**src/rtl/iss_pkg.sv**
```systemverilog
// Functional notes
// - Transfer opens with an 8-bit command: direction bit then 7-bit address, then data.
// - Direction bit zero means write, one means read.
// - Every chip select assertion restarts command decoding from the first bit.
// - Output bits launch on falling clock edges, input bits captured on rising edges.
// - Write data commits on the rising edge of the sixteenth clock.
// - Chip select released before the sixteenth clock discards the partial write.
// - Beyond sixteen clocks the address advances by one per further byte.
// - Burst reads shift and burst writes store one register every eight clocks.
// - While converting, registers 0x01 to 0x05 ignore writes.
// - Upper impedance code accepts 0x00 to 0x1F, resets to 0x0E.
// - Config bits 4:3 select amplitude, bits 2:0 select response time.
// - Pin mode 000 off, 001 wake-up, 010 comparator, 100 data-ready.
// - Power bit 0 selects standby or active conversion; resets to standby.
// - Status bit 7 is oscillator stopped, bit 6 is active-low result ready.
// - Status bit 5 low on wake-up trigger; bit 4 comparator state.
// - 24-bit count sits low byte first at 0x23 through 0x25.
// - Count registers latch new data only when a read of 0x22 starts.
// - Burst read from 0x22 returns proximity then three count bytes.
// - Comparator mode: pin asserts above high, deasserts below low threshold.
// - Wake-up mode: pin asserts above high, holds until wake-up disabled.
// - Data-ready mode: pin asserts on new result, clears on read of 0x22.
package iss_pkg;
  localparam logic [6:0] ADDR_ID     = 7'h00;
  localparam logic [6:0] ADDR_UPPER  = 7'h01;
  localparam logic [6:0] ADDR_LOWER  = 7'h02;
  localparam logic [6:0] ADDR_WDOG   = 7'h03;
  localparam logic [6:0] ADDR_CONFIG = 7'h04;
  localparam logic [6:0] ADDR_RSVA   = 7'h05;
  localparam logic [6:0] ADDR_RSVB   = 7'h06;
  localparam logic [6:0] ADDR_THHI   = 7'h07;
  localparam logic [6:0] ADDR_RSVC   = 7'h08;
  localparam logic [6:0] ADDR_THLO   = 7'h09;
  localparam logic [6:0] ADDR_PINCFG = 7'h0A;
  localparam logic [6:0] ADDR_POWER  = 7'h0B;
  localparam logic [6:0] ADDR_STATUS = 7'h20;
  localparam logic [6:0] ADDR_RSVD   = 7'h21;
  localparam logic [6:0] ADDR_PROX   = 7'h22;
  localparam logic [6:0] ADDR_FCLO   = 7'h23;
  localparam logic [6:0] ADDR_FCMID  = 7'h24;
  localparam logic [6:0] ADDR_FCHI   = 7'h25;
  // Arbitrary identification value
  localparam logic [7:0] ID_VALUE    = 8'h5A;
  localparam logic [7:0] RST_UPPER   = 8'h0E;
  localparam logic [7:0] RST_LOWER   = 8'h14;
  localparam logic [7:0] RST_WDOG    = 8'h45;
  localparam logic [7:0] RST_CONFIG  = 8'h1B;
  localparam logic [7:0] RST_RSVA    = 8'h01;
  localparam logic [7:0] RST_RSVB    = 8'hFF;
  localparam logic [7:0] RST_THHI    = 8'hFF;
  localparam logic [7:0] RST_RSVC    = 8'h00;
  localparam logic [7:0] RST_THLO    = 8'h00;
  localparam logic [7:0] RST_PINCFG  = 8'h00;
  localparam logic [7:0] RST_POWER   = 8'h00;
  localparam int         CFG_AMP_LSB = 3;
  localparam int         CFG_RSP_LSB = 0;
  localparam int         PWR_BIT     = 0;
  localparam int         ST_OSC      = 7;
  localparam int         ST_RDY      = 6;
  localparam int         ST_WAKE     = 5;
  localparam int         ST_CMP      = 4;
  localparam logic [2:0] PIN_OFF     = 3'b000;
  localparam logic [2:0] PIN_WAKE    = 3'b001;
  localparam logic [2:0] PIN_CMP     = 3'b010;
  localparam logic [2:0] PIN_RDY     = 3'b100;
  localparam logic [2:0] CMD_LAST    = 3'h7;
  typedef enum logic [1:0]
  {
    ISS_IDLE = 2'b00,
    ISS_CMD  = 2'b01,
    ISS_DATA = 2'b11
  } iss_state_t;
endpackage

```
**src/rtl/iss_spi_regs.sv**
```systemverilog
`timescale 1ns/10ps
module iss_spi_regs
(
  // Clock, reset, enable
  input  wire logic        I_MCLK,
  input  wire logic        I_SYS_RST,
  input  wire logic        I_CLK_EN,
  // Serial pins
  input  wire logic        I_SCLK,
  input  wire logic        I_CHIP_SELECT_N,
  input  wire logic        I_SDI,
  output logic             O_SDO,
  output logic             O_SDO_OE,
  // Interrupt pin
  output logic             O_INTERRUPT_PIN_N,
  // Measurement front end
  input  wire logic        I_NEW_RESULT,
  input  wire logic [7:0]  I_PROXIMITY,
  input  wire logic [23:0] I_FREQ_COUNT,
  input  wire logic        I_OSCILLATOR_STOPPED,
  // Decoded configuration
  output logic             O_CONVERSION_ENABLE,
  output logic [7:0]       O_UPPER_IMPEDANCE_CODE,
  output logic [7:0]       O_LOWER_IMPEDANCE_CODE,
  output logic [7:0]       O_WATCHDOG_FREQ,
  output logic [1:0]       O_AMPLITUDE,
  output logic [2:0]       O_RESPONSE_TIME,
  output logic [2:0]       O_PIN_EVENT_SELECT
);

  // ------------------------------------------------------------
  // Pin synchronisers
  // ------------------------------------------------------------
  // Third serial clock stage only feeds the edge detector, never the logic
  logic [2:0] sclk_s_r;
  logic [1:0] cs_s_r;
  logic [1:0] sdi_s_r;
  logic       cs_q_r;

  always_ff @(posedge I_MCLK or posedge I_SYS_RST)
  begin
    if (I_SYS_RST)
    begin
      sclk_s_r <= 3'b000;
      cs_s_r   <= 2'b11;
      sdi_s_r  <= 2'b00;
      cs_q_r   <= 1'b1;
    end
    else if (I_CLK_EN)
    begin
      sclk_s_r <= {sclk_s_r[1:0], I_SCLK};
      cs_s_r   <= {cs_s_r[0], I_CHIP_SELECT_N};
      sdi_s_r  <= {sdi_s_r[0], I_SDI};
      cs_q_r   <= cs_s_r[1];
    end
  end

  logic sclk_rise;
  logic sclk_fall;
  logic cs_n;
  logic cs_start;
  logic sdi;

  assign sclk_rise = sclk_s_r[1] & ~sclk_s_r[2];
  assign sclk_fall = ~sclk_s_r[1] & sclk_s_r[2];
  assign cs_n      = cs_s_r[1];
  assign cs_start  = cs_q_r & ~cs_s_r[1];
  assign sdi       = sdi_s_r[1];

  // ------------------------------------------------------------
  // Register storage
  // ------------------------------------------------------------
  logic [7:0]  upper_r;
  logic [7:0]  lower_r;
  logic [7:0]  wdog_r;
  logic [7:0]  config_r;
  logic [7:0]  rsvb_r;
  logic [7:0]  thhi_r;
  logic [7:0]  rsvc_r;
  logic [7:0]  thlo_r;
  logic [7:0]  pincfg_r;
  logic [7:0]  power_r;
  logic [7:0]  prox_r;
  logic [23:0] fcount_r;
  logic        cmp_r;
  logic        wake_r;
  logic        rdy_n_r;

  // ------------------------------------------------------------
  // Serial engine
  // ------------------------------------------------------------
  iss_pkg::iss_state_t state_r;
  logic [2:0]          bit_cnt_r;
  logic [7:0]          shift_in_r;
  logic [6:0]          addr_r;
  logic                read_r;
  logic [7:0]          shift_out_r;
  logic                sdo_oe_r;
  logic                write_strobe;
  logic                prox_read_start;
  logic [7:0]          wr_data;
  logic [6:0]          cmd_addr;

  // ------------------------------------------------------------
  // Command decode
  // ------------------------------------------------------------
  assign wr_data  = {shift_in_r[6:0], sdi};
  assign cmd_addr = {shift_in_r[5:0], sdi};
  // Commit on the eighth bit of each data byte; 16th clock for the first
  assign write_strobe = (state_r == iss_pkg::ISS_DATA) && sclk_rise && !cs_n
                        && (bit_cnt_r == iss_pkg::CMD_LAST) && !read_r;
  assign prox_read_start = (state_r == iss_pkg::ISS_CMD) && sclk_rise && !cs_n
                           && (bit_cnt_r == iss_pkg::CMD_LAST) && shift_in_r[6]
                           && (cmd_addr == iss_pkg::ADDR_PROX);

  function automatic logic [7:0] read_mux(input logic [6:0] a);
    case (a)
      iss_pkg::ADDR_ID:     read_mux = iss_pkg::ID_VALUE;
      iss_pkg::ADDR_UPPER:  read_mux = upper_r;
      iss_pkg::ADDR_LOWER:  read_mux = lower_r;
      iss_pkg::ADDR_WDOG:   read_mux = wdog_r;
      iss_pkg::ADDR_CONFIG: read_mux = config_r;
      iss_pkg::ADDR_RSVA:   read_mux = iss_pkg::RST_RSVA;
      iss_pkg::ADDR_RSVB:   read_mux = rsvb_r;
      iss_pkg::ADDR_THHI:   read_mux = thhi_r;
      iss_pkg::ADDR_RSVC:   read_mux = rsvc_r;
      iss_pkg::ADDR_THLO:   read_mux = thlo_r;
      iss_pkg::ADDR_PINCFG: read_mux = pincfg_r;
      iss_pkg::ADDR_POWER:  read_mux = power_r;
      iss_pkg::ADDR_STATUS: read_mux = {I_OSCILLATOR_STOPPED, rdy_n_r, wake_r, cmp_r, 4'h0};
      iss_pkg::ADDR_PROX:   read_mux = prox_r;
      iss_pkg::ADDR_FCLO:   read_mux = fcount_r[7:0];
      iss_pkg::ADDR_FCMID:  read_mux = fcount_r[15:8];
      iss_pkg::ADDR_FCHI:   read_mux = fcount_r[23:16];
      default:              read_mux = 8'h00;
    endcase
  endfunction

  // Threshold compare shared by comparator and wake-up flags
  function automatic logic over_high(input logic [7:0] p, input logic [7:0] t);
    over_high = (p > t);
  endfunction

  // Idle moves to command one cycle after select, well before the first clock edge
  always_ff @(posedge I_MCLK or posedge I_SYS_RST)
  begin
    if (I_SYS_RST)
    begin
      state_r    <= iss_pkg::ISS_IDLE;
      bit_cnt_r  <= 3'd0;
      shift_in_r <= 8'h00;
      addr_r     <= 7'h00;
      read_r     <= 1'b0;
    end
    else if (I_CLK_EN)
    begin
      if (cs_n)
      begin
        // Deselect abandons any partial byte, so no write lands
        state_r   <= iss_pkg::ISS_IDLE;
        bit_cnt_r <= 3'd0;
      end
      else if (cs_start || state_r == iss_pkg::ISS_IDLE)
      begin
        state_r   <= iss_pkg::ISS_CMD;
        bit_cnt_r <= 3'd0;
      end
      else if (sclk_rise)
      begin
        shift_in_r <= wr_data;
        bit_cnt_r  <= bit_cnt_r + 3'd1;
        if (bit_cnt_r == iss_pkg::CMD_LAST)
        begin
          if (state_r == iss_pkg::ISS_CMD)
          begin
            read_r  <= shift_in_r[6];
            addr_r  <= cmd_addr;
            state_r <= iss_pkg::ISS_DATA;
          end
          else
            addr_r <= addr_r + 7'd1;
        end
      end
    end
  end

  // ------------------------------------------------------------
  // Read data path
  // ------------------------------------------------------------
  // Output byte loads right after each command or data byte completes
  always_ff @(posedge I_MCLK or posedge I_SYS_RST)
  begin
    if (I_SYS_RST)
    begin
      shift_out_r <= 8'h00;
      sdo_oe_r    <= 1'b0;
    end
    else if (I_CLK_EN)
    begin
      if (cs_n)
        sdo_oe_r <= 1'b0;
      else if (state_r == iss_pkg::ISS_DATA && read_r && sclk_fall)
      begin
        sdo_oe_r <= 1'b1;
        if (bit_cnt_r == 3'd0)
          shift_out_r <= read_mux(addr_r);
        else
          shift_out_r <= {shift_out_r[6:0], 1'b0};
      end
    end
  end

  assign O_SDO    = shift_out_r[7];
  assign O_SDO_OE = sdo_oe_r;

  // ------------------------------------------------------------
  // Writable registers
  // ------------------------------------------------------------
  // Lock follows the stored power bit, so the write that wakes the part is not itself blocked
  logic locked;
  assign locked = power_r[iss_pkg::PWR_BIT] && (addr_r >= iss_pkg::ADDR_UPPER)
                  && (addr_r <= iss_pkg::ADDR_RSVA);

  always_ff @(posedge I_MCLK or posedge I_SYS_RST)
  begin
    if (I_SYS_RST)
    begin
      upper_r  <= iss_pkg::RST_UPPER;
      lower_r  <= iss_pkg::RST_LOWER;
      wdog_r   <= iss_pkg::RST_WDOG;
      config_r <= iss_pkg::RST_CONFIG;
      rsvb_r   <= iss_pkg::RST_RSVB;
      thhi_r   <= iss_pkg::RST_THHI;
      rsvc_r   <= iss_pkg::RST_RSVC;
      thlo_r   <= iss_pkg::RST_THLO;
      pincfg_r <= iss_pkg::RST_PINCFG;
      power_r  <= iss_pkg::RST_POWER;
    end
    else if (I_CLK_EN && write_strobe && !locked)
    begin
      // Reserved 0x05 has no storage; it always reads its fixed value
      case (addr_r)
        iss_pkg::ADDR_UPPER:  upper_r  <= wr_data;
        iss_pkg::ADDR_LOWER:  lower_r  <= wr_data;
        iss_pkg::ADDR_WDOG:   wdog_r   <= wr_data;
        iss_pkg::ADDR_CONFIG: config_r <= wr_data;
        iss_pkg::ADDR_RSVB:   rsvb_r   <= wr_data;
        iss_pkg::ADDR_THHI:   thhi_r   <= wr_data;
        iss_pkg::ADDR_RSVC:   rsvc_r   <= wr_data;
        iss_pkg::ADDR_THLO:   thlo_r   <= wr_data;
        iss_pkg::ADDR_PINCFG: pincfg_r <= wr_data;
        iss_pkg::ADDR_POWER:  power_r  <= wr_data;
        default:              upper_r  <= upper_r;
      endcase
    end
  end

  assign O_CONVERSION_ENABLE    = power_r[iss_pkg::PWR_BIT];
  assign O_UPPER_IMPEDANCE_CODE = upper_r;
  assign O_LOWER_IMPEDANCE_CODE = lower_r;
  assign O_WATCHDOG_FREQ        = wdog_r;
  assign O_AMPLITUDE            = config_r[iss_pkg::CFG_AMP_LSB +: 2];
  assign O_RESPONSE_TIME        = config_r[iss_pkg::CFG_RSP_LSB +: 3];
  assign O_PIN_EVENT_SELECT     = pincfg_r[2:0];

  // ------------------------------------------------------------
  // Results, status and interrupt pin
  // ------------------------------------------------------------
  logic [7:0]  prox_live_r;
  logic [23:0] fcount_live_r;
  logic        pin_r;

  // Live copy follows every conversion
  always_ff @(posedge I_MCLK or posedge I_SYS_RST)
  begin
    if (I_SYS_RST)
    begin
      prox_live_r   <= 8'h00;
      fcount_live_r <= 24'h00_0000;
    end
    else if (I_CLK_EN && I_NEW_RESULT)
    begin
      prox_live_r   <= I_PROXIMITY;
      fcount_live_r <= I_FREQ_COUNT;
    end
  end

  // Host copy only moves when a proximity read begins, so a slow burst never mixes two conversions
  always_ff @(posedge I_MCLK or posedge I_SYS_RST)
  begin
    if (I_SYS_RST)
    begin
      prox_r   <= 8'h00;
      fcount_r <= 24'h00_0000;
    end
    else if (I_CLK_EN && prox_read_start)
    begin
      prox_r   <= prox_live_r;
      fcount_r <= fcount_live_r;
    end
  end

  // ------------------------------------------------------------
  // Status flags
  // ------------------------------------------------------------
  always_ff @(posedge I_MCLK or posedge I_SYS_RST)
  begin
    if (I_SYS_RST)
      cmp_r <= 1'b1;
    else if (I_CLK_EN)
    begin
      if (over_high(prox_live_r, thhi_r))
        cmp_r <= 1'b0;
      else if (prox_live_r < thlo_r)
        cmp_r <= 1'b1;
    end
  end

  always_ff @(posedge I_MCLK or posedge I_SYS_RST)
  begin
    if (I_SYS_RST)
      wake_r <= 1'b1;
    else if (I_CLK_EN)
    begin
      if (pincfg_r[2:0] != iss_pkg::PIN_WAKE)
        wake_r <= 1'b1;
      else if (over_high(prox_live_r, thhi_r))
        wake_r <= 1'b0;
    end
  end

  // A new result wins over a simultaneous read
  always_ff @(posedge I_MCLK or posedge I_SYS_RST)
  begin
    if (I_SYS_RST)
      rdy_n_r <= 1'b1;
    else if (I_CLK_EN)
    begin
      if (I_NEW_RESULT)
        rdy_n_r <= 1'b0;
      else if (prox_read_start)
        rdy_n_r <= 1'b1;
    end
  end

  // ------------------------------------------------------------
  // Interrupt pin
  // ------------------------------------------------------------
  // Registered so the pin never glitches while the mode field is rewritten
  always_ff @(posedge I_MCLK or posedge I_SYS_RST)
  begin
    if (I_SYS_RST)
      pin_r <= 1'b1;
    else if (I_CLK_EN)
    begin
      case (pincfg_r[2:0])
        iss_pkg::PIN_WAKE: pin_r <= wake_r;
        iss_pkg::PIN_CMP:  pin_r <= cmp_r;
        iss_pkg::PIN_RDY:  pin_r <= rdy_n_r;
        default:           pin_r <= 1'b1;
      endcase
    end
  end

  assign O_INTERRUPT_PIN_N = pin_r;

endmodule

```
**config.mk**
```make
export PLATFORM = sky130hd
export DESIGN_NAME = iss_spi_regs
export DESIGN_NICKNAME = d
export VERILOG_FILES = /design/src/rtl/iss_pkg.sv /design/src/rtl/iss_spi_regs.sv
export SDC_FILE = /design/constraint.sdc
export NUM_CORES = 1
export LEC_CHECK = 0
export BUFFER_PORTS_ARGS = -buffer_cell sky130_fd_sc_hd__clkbuf_2
export CAP_MARGIN = 20
export CELL_PAD_IN_SITES_DETAIL_PLACEMENT = 0
export CELL_PAD_IN_SITES_GLOBAL_PLACEMENT = 1
export CORE_ASPECT_RATIO = 0.9
export CORE_MARGIN = 2
export CORE_UTILIZATION = 40
export DETAILED_ROUTE_END_ITERATION = 16
export PLACE_DENSITY = 0.71
export SETUP_SLACK_MARGIN = 0.2
export SLEW_MARGIN = 40
export SYNTH_ARGS = -nofsm -noshare
export SYNTH_HDL_FRONTEND = slang
export SYNTH_SLANG_ARGS = --single-unit
```
**constraint.sdc**
```tcl
create_clock -name I_MCLK -period 13.8 [get_ports I_MCLK]
set_input_delay 0.69 -clock I_MCLK [delete_from_list [all_inputs] [get_ports I_MCLK]]
set_output_delay 0.69 -clock I_MCLK [all_outputs]
set_load 0.05 [all_outputs]
```
== Word-level counts from Yosys, hierarchy flattened ==
Index checks and enable logic that the tools add are counted.
Storage, ports and cells
  bits in registers: 185
  logic and storage cells: 137
  output and inout port bits: 36
Cells by class
  bitwise gates (word level): 7
  reduce and logical (&&, ||, !) cells: 51
  add/subtract/negate cells: 2
  mux-type cells: 20
  eq/ne operators: 24
  $lt $le $gt $ge: 4
Operators by type and width (count)
  $pmux 8 s17: 1
  $eq 7x6->1 const B: 6
  $reduce_and 2->1: 15
  $eq 7x3->1 const B: 4
  $eq 7x4->1 const B: 4
  $logic_and 1x1->1: 17
  $eq 7x2->1 const B: 2
  $mux 2: 5
  $mux 3: 3
  $reduce_bool 3->1: 3
  $gt 8x8->1: 1
  $lt 8x8->1: 1
  $mux 1: 8
  $mux 8: 1
  $reduce_and 4->1: 2
  $reduce_bool 2->1: 4
  $add 7x1->7 const B: 1
  $eq 7x1->1 const B: 1
  $ge 7x1->1 const B: 1
  $le 7x3->1 const B: 1
  $logic_not 7->1: 1
  $mux 7: 1
  $eq 3x3->1 const B: 2
  $reduce_and 6->1: 1
  other kinds (15): 22

== Longest topological paths before layout ==
Gate-level depths: netlist of run 1.
  word-level depth: 9
  gate-level depth with buffers: 9

== Worst setup path before layout of run 1 ==
No wires, ideal clock.
  path type: in2reg
  start: input port I_CLK_EN
  end: register fcount_r[10]
  slack: 11.489 ns
  arrival: 2.184 ns
  library setup time: 0.128 ns
  path buffers: 2
  stages on the path: 7
  path through: nand2_1 nor2_2 nand3b_1 or4_1 clkbuf_1 buf_2 mux2_1
Between the ends
  word-level cells in the longest chain between the ends: 1
RTL lines
  start, declared: RTL line iss_spi_regs.sv:7  | input wire logic I_CLK_EN,
  $logic_and 1x1->1: RTL line iss_spi_regs.sv:296  | else if (I_CLK_EN && prox_read_start)
  end signal, assigned: RTL line iss_spi_regs.sv:299  | fcount_r <= fcount_live_r;
  end, declared: RTL line iss_spi_regs.sv:84  | logic [23:0] fcount_r;
No other way between the ends.
A chain may end at the register's enable or synchronous reset.

== Worst setup path in the final report of run 1 ==
  start: register addr_r[2]
  end: register shift_out_r[5]
Between the ends
  word-level cells in the longest chain between the ends: 3
  elaborated cells on any way between the ends: 19
  those cells by class: 16 x eq/ne; 2 x mux; 1 x reduce/logical
RTL lines
  start, declared: RTL line iss_spi_regs.sv:95  | logic [6:0] addr_r;
  start signal, assigned: RTL line iss_spi_regs.sv:177  | addr_r <= cmd_addr;
  start signal, assigned: RTL line iss_spi_regs.sv:181  | addr_r <= addr_r + 7'd1;
  $eq 7x6->1, or another cell as far along: RTL line iss_spi_regs.sv:117  | case (a)
  $pmux 8 s17 *: RTL line iss_spi_regs.sv:117
  $mux 8 *: RTL line iss_spi_regs.sv:205  | if (bit_cnt_r == 3'd0)
  end signal, assigned: RTL line iss_spi_regs.sv:206  | shift_out_r <= read_mux(addr_r);
  end signal, assigned: RTL line iss_spi_regs.sv:208  | shift_out_r <= {shift_out_r[6:0], 1'b0};
  end, declared: RTL line iss_spi_regs.sv:97  | logic [7:0] shift_out_r;
Mark *: on every way between the ends. The rest lies on a longest branch, timed or not.

==> out/metrics.cfg, run 1 <==
[logic_synthesis]
synth_top_family_by_area=multiplexers
synth_top_cell_by_area=dfrtp_1
synth_mux_area_share_pct=22.4
ys_types=67
netlist_area_um2=9340
ys.flop_type=dfrtp_1
synth_seq_cells=185
synthSimpleGateAreaFrac_pct=11.5
syn_inst=720
yosys_warnings=0
synth_adder_area_share_pct=2.95
ys_seq_area_share_pct=50.0
synth_area_leaders=dfrtp_1 (40%), mux2_4 (13%), dfstp_2 (9.8%), mux2_2 (6.1%), mux2_1 (3.3%)
synth_compound_area_share_pct=8.96
netlist.area_leader.share_pct=40.2
synth-edff-count=0
syn_area_per_cell_um2=13.0
synth-xor-area-share_pct=0
synthArstFlopShare_pct=100
syn_nets=782

[critical_path]
r2r_cells=5
rr_endpoint=shift_out_r[5]$_DFFE_PP0P_
slowest_delay_ns=0.74
cp_max_fo=17
crit_chain=or4b_1 -> nor2_1 -> a222oi_1 -> and3_1 -> o21ai_1
cp_data_required_time_ns=14.16
critPathLaunchType=flip-flop
arrival_ns=3.12
worst-path-buf-inv=0
path_delay_family=simple AND/OR/NAND/NOR gates
cpMaxStageDelayCell=or4b_1
reg2reg_from=addr_r[2]$_DFFE_PP0P_
r2r_slack_ns=11.04
crit_type=reg -> reg
cp-end-kind=flip-flop

[die]
ioPinCount=76
chipHeight_um=149
num_rows=53
start_util_pct=40.4
dieArea_um2=24600
core_area_um2=23100
die_w_um=165

[grt]
antenna_found_initial=0
grt_pass1_wl_um=37200
gr-total-overflow=0
grtUsageTotal_pct=20.5
grt_max_degree=114
grt_pass1_vias=5963

[power]
p_comb_share_pct=6.3
clockPowerShare_pct=41.6
switching_share_pct=25.6
p_int_w=0.000871
p_seq_share_pct=52.1
leakagePower_nw=4.87
total_power_w=0.00117
vdd_drop_max_v=0.0000726
p_switching_w=0.000299
p_per_area_nw_per_um2=112

[drt]
drt_iter0_markers=459
drc=0
vias=6059
first_pass_iters=5
post_drt_wl_per_cell_um=21.7
vias_per_cell=5.55
routed_wl_um=23700
drt.antenna.violating_nets=0

[job]
max_cap_viol_count=0

[layout]
antennaDiodeCount=0
utilization_pct=45.1
final_net_count=838
layout_common_cells=dfrtp_1 (150), mux2_4 (80), clkbuf_2 (75), mux2_2 (51), nand2_1 (44)
fin_cells=1091
final_common_cell=dfrtp_1
reg.largest.list=fcount_live_r: 24 flops, fcount_r: 24 flops
area_growth_pct=11.8
drive_gt1_share_pct=38.9

[timing]
max_freq_mhz=362
worst_slew_pin_slew_ns=0.765
fin_crit_ns=2.76
setup_viol=0
fin_crit_sh_pct=20.0
finalHoldViolCount=0
slew_headroom_pct=49.0
worst_slack_ns=11.04
rsz0062_at_grt=false
skew_ns=0.00904
slew_viol_final=0
finalSetupTns_ns=0

[placement]
dp_hpwl_um=16600
place.gp.congestion=0.855
post-place-ws_ns=10.95
portBuffers=75
dp.cells=1059

[clocking]
cts_buffers=17
root_buffer=clkbuf_16
cts_resized=0
clock-sinks=185
clkTransAtPathRegs_ns=0.07
cts.htree.levels=4
hold_buffers=0
cts_setup_buffers=0
clkLatencyLatePin_ns=0.43
cts_tree=yes
cts_buffer_depth=2

[status]
status=finished clean

[worst_hold_path]
hp-class=in -> async

[per-layer routing]
layer | vias up | routed length [µm] | global-route usage (%)
li1 | 2732 | - | -
met1 | 3144 | 11700 | 31.2
met2 | 166 | 10500 | 30.1
met3 | 17 | 1140 | 3.34
met4 | 0 | 258 | 5.35
met5 | - | 0 | 0
[cell type report]
| type | count | area (µm²) |
|---|---|---|
| fillers | 2110 | 12700 |
| multi-input cells | 465 | 4290 |
| clock inverters | 14 | 149 |
| repair buffers | 80 | 417 |
| well taps | 302 | 378 |
| inverters | 27 | 114 |
| flip-flops and latches | 185 | 4670 |
| clock buffers | 18 | 429 |
[power groups by stage]
stage	combinational (W)	sequential (W)	clock [W]
final	0.0000742	0.000609	0.000487
after floorplan	0.0000700	0.000590	0
after detailed placement	0.0000753	0.000620	0
after global placement	0.0000737	0.000619	0
after CTS	0.0000757	0.000610	0.000493
after global routing	0.0000869	0.000614	0.000518
[synth_stat cells, types with 11 or more instances]
library cell,instances
a21oi_1,29
a22oi_1,32
and3_1,11
dfrtp_1,150
dfstp_2,35
ha_1,22
inv_1,27
mux2_1,27
mux2_2,51
mux2_4,80
nand2_1,44
nand3_1,17
nor2_1,20
nor2_4,11
o21ai_0,18
[worst max-delay path by stage]
stage	cells after the start	endpoint	start	slack, ns
after detailed placement	8	O_WATCHDOG_FREQ[7]$_DFFE_PP0P_	I_CLK_EN	10.95
after CTS	6	shift_out_r[3]$_DFFE_PP0P_	addr_r[2]$_DFFE_PP0P_	11.04
after global placement	7	fcount_r[10]$_DFFE_PP0P_	I_CLK_EN	10.98
after global routing	6	shift_out_r[3]$_DFFE_PP0P_	addr_r[2]$_DFFE_PP0P_	10.88
after floorplan	1	O_LOWER_IMPEDANCE_CODE[0]$_DFFE_PP0P_	I_SYS_RST	8.14
final	5	shift_out_r[5]$_DFFE_PP0P_	addr_r[2]$_DFFE_PP0P_	11.04
[kinds of logic (layout without fill, tap and decap cells)]
kind of cell | Yosys count | count (layout)
buffers and inverters | 70 | 139
adders and majority gates | 22 | 22
muxes | 159 | 159
AOI/OAI and AO/OA | 125 | 125
and+or+nand+nor | 159 | 159
DFF | 185 | 185
[per-stage QoR]
step           hold slack, ns  cell area, µm²
3_3_place_gp            0.463            9850
6_report                0.308           10400
3_5_place_dp            0.468            9860
4_1_cts                 0.438           10400
5_1_grt                 0.367           10400
2_1_floorplan           0.445            9340
[worst reg2reg max path: cells and delay by family, from the launching register on]
kind            cells  cell delay, ns
simple gates        3            1.62
flops               1            0.65
compound gates      2            0.43
No activity file was read; power rests on OpenSTA's default activity.
==> run 2, diff against run 1 <==
--- a/config.mk
+++ b/config.mk
@@ -5,6 +5,7 @@
 export SDC_FILE = /design/constraint.sdc
 export NUM_CORES = 1
 export LEC_CHECK = 0
+export ABC_AREA = 1
 export BUFFER_PORTS_ARGS = -buffer_cell sky130_fd_sc_hd__clkbuf_2
 export CAP_MARGIN = 20
 export CELL_PAD_IN_SITES_DETAIL_PLACEMENT = 0
@@ -13,7 +14,7 @@
 export CORE_MARGIN = 2
 export CORE_UTILIZATION = 40
 export DETAILED_ROUTE_END_ITERATION = 16
-export PLACE_DENSITY = 0.71
+export PLACE_DENSITY = 0.77
 export SETUP_SLACK_MARGIN = 0.2
 export SLEW_MARGIN = 40
 export SYNTH_ARGS = -nofsm -noshare
==> constraint.sdc (replaced) <==
create_clock -name I_MCLK -period 2.68 [get_ports I_MCLK]
set_input_delay 0.134 -clock I_MCLK [delete_from_list [all_inputs] [get_ports I_MCLK]]
set_output_delay 0.134 -clock I_MCLK [all_outputs]
set_load 0.05 [all_outputs]
==> out/metrics.cfg, run 2 <==
[timing]
rsz0062_at_grt=true
max_freq_mhz=433  ; +20%
finalHoldViolCount=0  ; unchanged
fin_crit_ns=2.31  ; -0.453 ns
worst_slack_ns=0.371  ; -10.67 ns
setup_viol=0  ; unchanged
worst_slew_pin_slew_ns=0.749  ; -0.0163 ns
skew_ns=0.0122  ; +0.00315 ns
slew_headroom_pct=50.1  ; +1.1 points
finalSetupTns_ns=0  ; unchanged
fin_crit_sh_pct=86.2  ; +66 points
slew_viol_final=0  ; unchanged

[logic_synthesis]
synth_top_cell_by_area=dfrtp_1
ys_types=39  ; -42%
ys_seq_area_share_pct=51.1  ; +1.1 points
synth.most_common_cell=nand2_1
synth_common_cells=nand2_1 (396), o21ai_0 (181), dfrtp_1 (150), inv_1 (117), nor2_1 (69)
ys.flop_type=dfrtp_1
synth-edff-count=0  ; unchanged
netlist.area_leader.share_pct=41.0  ; +0.87 points
yosys_warnings=0  ; unchanged
synth_seq_cells=185  ; unchanged
syn_inst=1160  ; +61%
syn_nets=1222  ; +56%
netlist_area_um2=9150  ; -2.1%
synth_area_leaders=dfrtp_1 (41%), nand2_1 (16%), dfstp_2 (10%), o21ai_0 (9.9%), inv_1 (4.8%)
synthArstFlopShare_pct=100  ; unchanged
syn_area_per_cell_um2=7.88  ; -39%

[grt]
grtUsageTotal_pct=22.6  ; +2.2 points
antenna_found_initial=0  ; unchanged
gr-total-overflow=0  ; unchanged
grt_max_degree=78  ; -32%
grt_pass1_vias=7336  ; +23%
grt_pass1_wl_um=41400  ; +11%

[clocking]
clock-sinks=185  ; unchanged
clkTransAtPathRegs_ns=0.08  ; about the same
cts_setup_buffers=0  ; unchanged
root_buffer=clkbuf_16
clkLatencyLatePin_ns=0.44  ; about the same
cts.htree.levels=4  ; unchanged
cts_buffers=17  ; unchanged
cts_buffer_depth=2  ; unchanged
cts_tree=yes

[layout]
layout_common_cells=nand2_1 (396), o21ai_0 (181), dfrtp_1 (150), inv_1 (115), clkbuf_2 (75)
reg.largest.list=fcount_live_r: 24 flops, fcount_r: 24 flops
nFillCells=2240  ; +6.2%
final_common_cell=nand2_1
seqCellArea_um2=4670  ; unchanged
multi_input_area_um2=3760  ; -12%
antennaDiodeCount=0  ; unchanged
area_growth_pct=18.6
final_net_count=1326  ; +58%
drive_gt1_share_pct=15.3  ; -24 points

[power]
vdd_drop_max_v=0.000317  ; +340%
p_comb_share_pct=13.3  ; +7.0 points
p_switching_w=0.00204  ; +580%
switching_share_pct=29.9  ; +4.3 points
p_seq_share_pct=47.1  ; -5.0 points
leakagePower_nw=5.41  ; +11%
clockPowerShare_pct=39.7  ; -1.9 points
p_int_w=0.00478  ; +450%
p_per_area_nw_per_um2=629  ; +460%

[die]
core_area_um2=22400  ; -3.0%
ioPinCount=76  ; unchanged
die_w_um=163  ; -1.0%
chipHeight_um=147  ; -1.0%
dieArea_um2=24100  ; -2.1%
start_util_pct=40.7  ; +0.37 points
num_rows=52  ; -1.9%

[critical_path]
cp-end-kind=flip-flop
cpMaxStageDelayCell=nor4_2
crit_chain=ha_1 -> ha_1 -> inv_1 -> nor4_2 -> nand2_4 -> buf_4 -> nor2_4 -> nand2_1 -> nand2_1
arrival_ns=2.70  ; -0.42 ns
path_delay_family=simple AND/OR/NAND/NOR gates
crit_type=reg -> reg
worst-path-buf-inv=2  ; +2
critPathLaunchType=flip-flop
slowest_delay_ns=0.43  ; -0.31 ns
cp_data_required_time_ns=3.07  ; -11.09 ns
cp_max_fo=29  ; +12

[drt]
drt_iter0_markers=689  ; +50%
drc=0  ; unchanged
vias_per_cell=4.91  ; -12%
post_drt_wl_per_cell_um=16.4  ; -24%
drt.antenna.violating_nets=0  ; unchanged
routed_wl_um=25900  ; +9.2%
vias=7733  ; +28%
first_pass_iters=5  ; unchanged

[placement]
dp_hpwl_um=18400  ; +11%
post-place-ws_ns=0.447  ; -10.50 ns
portBuffers=75  ; unchanged
place.gp.congestion=0.881  ; +3.0%

[worst_hold_path]
hp-class=in -> reg

[job]
max_cap_viol_count=0  ; unchanged

[status]
status=finished clean

run 2: cell families (layout without fill, tap and decap cells):
| group | Yosys count | in the layout | synth area share, % |
|---|---|---|---|
| simple gates | 543 | 543 | 24.4 |
| compound gates | 235 | 235 | 13.3 |
| flops | 185 | 185 | 51.1 |
| buf+inv | 172 | 289 | 7.84 |
| fa+ha+maj | 22 | 22 | 3.01 |
| xor+xnor | 3 | 3 | 0.287 |
run 2: layer usage:
layer / GRT usage [%] / share of wire [%] / vias to the layer above
met4: 6.02 / 1.8 / 0
li1: - / - / 3901
met5: 0 / 0 / -
met3: 3.84 / 5.0 / 28
met1: 34.5 / 49 / 3611
met2: 33.2 / 44 / 193
run 2: timing repair:
item,CTS,global route
hold buffers,39,0
hold endpoints to repair,57,0
setup endpoints to repair,0,6
resized for setup,0,1
run 2: path summary, 6_finish.rpt:
path | start | endpoint | slack, ns | depth (start not counted)
max in group asynchronous | I_SYS_RST | O_UPPER_IMPEDANCE_CODE[1]$_DFFE_PP1P_ | 1.53 | 4
min in group asynchronous | I_SYS_RST | prox_r[0]$_DFFE_PP0P_ | 0.30 | 3
min | I_OSCILLATOR_STOPPED | shift_out_r[7]$_DFFE_PP0P_ | 0.29 | 7
max | bit_cnt_r[0]$_DFFE_PP0P_ | rsvb_r[3]$_DFFE_PP1P_ | 0.37 | 9
max reg2reg | bit_cnt_r[0]$_DFFE_PP0P_ | rsvb_r[3]$_DFFE_PP1P_ | 0.37 | 9
min reg2reg | cs_s_r[0]$_DFFE_PP1P_ | cs_s_r[1]$_DFFE_PP1P_ | 0.48 | 2
run 2: power by group through the flow:
stage	sequential [W]	clock [W]	combinational (W)
floorplan	0.00317	0	0.000527
global route	0.00323	0.00286	0.00101
global placement	0.00326	0	0.000847
CTS	0.00321	0.00276	0.000907
detailed placement	0.00326	0	0.000858
finish	0.00321	0.00271	0.000904
run 2: layout make-up:
type | instances | area share [%]
Sequential cell | 185 | 43.1
Inverter | 124 | 4.34
Tap cell | 297 | 3.42
Timing Repair Buffer | 133 | 8.72
Clock buffer | 18 | 4.05
Multi-Input combinational cell | 803 | 34.7
Clock inverter | 14 | 1.71
run 2: worst register-to-register path: cells and delay by family (launching register included):
family | cells | cell delay (ns)
fa+ha+maj | 2 | 0.32
buf+inv | 2 | 0.44
simple gates | 5 | 1.11
flops | 1 | 0.39
run 2: per-stage QoR:
stage                     cell area, µm²  util, %  hold slack (ns)  cells  power (W)
final                              10900     48.3            0.286   1574    0.00682
after global routing               10900     48.3            0.310   1574    0.00710
after CTS                          10800     48.3            0.279   1574    0.00688
after detailed placement            9830     43.8            0.234   1503    0.00412
after global placement              9830     43.8            0.243   1503    0.00411
after floorplan                     9150        -            0.230   1160    0.00370
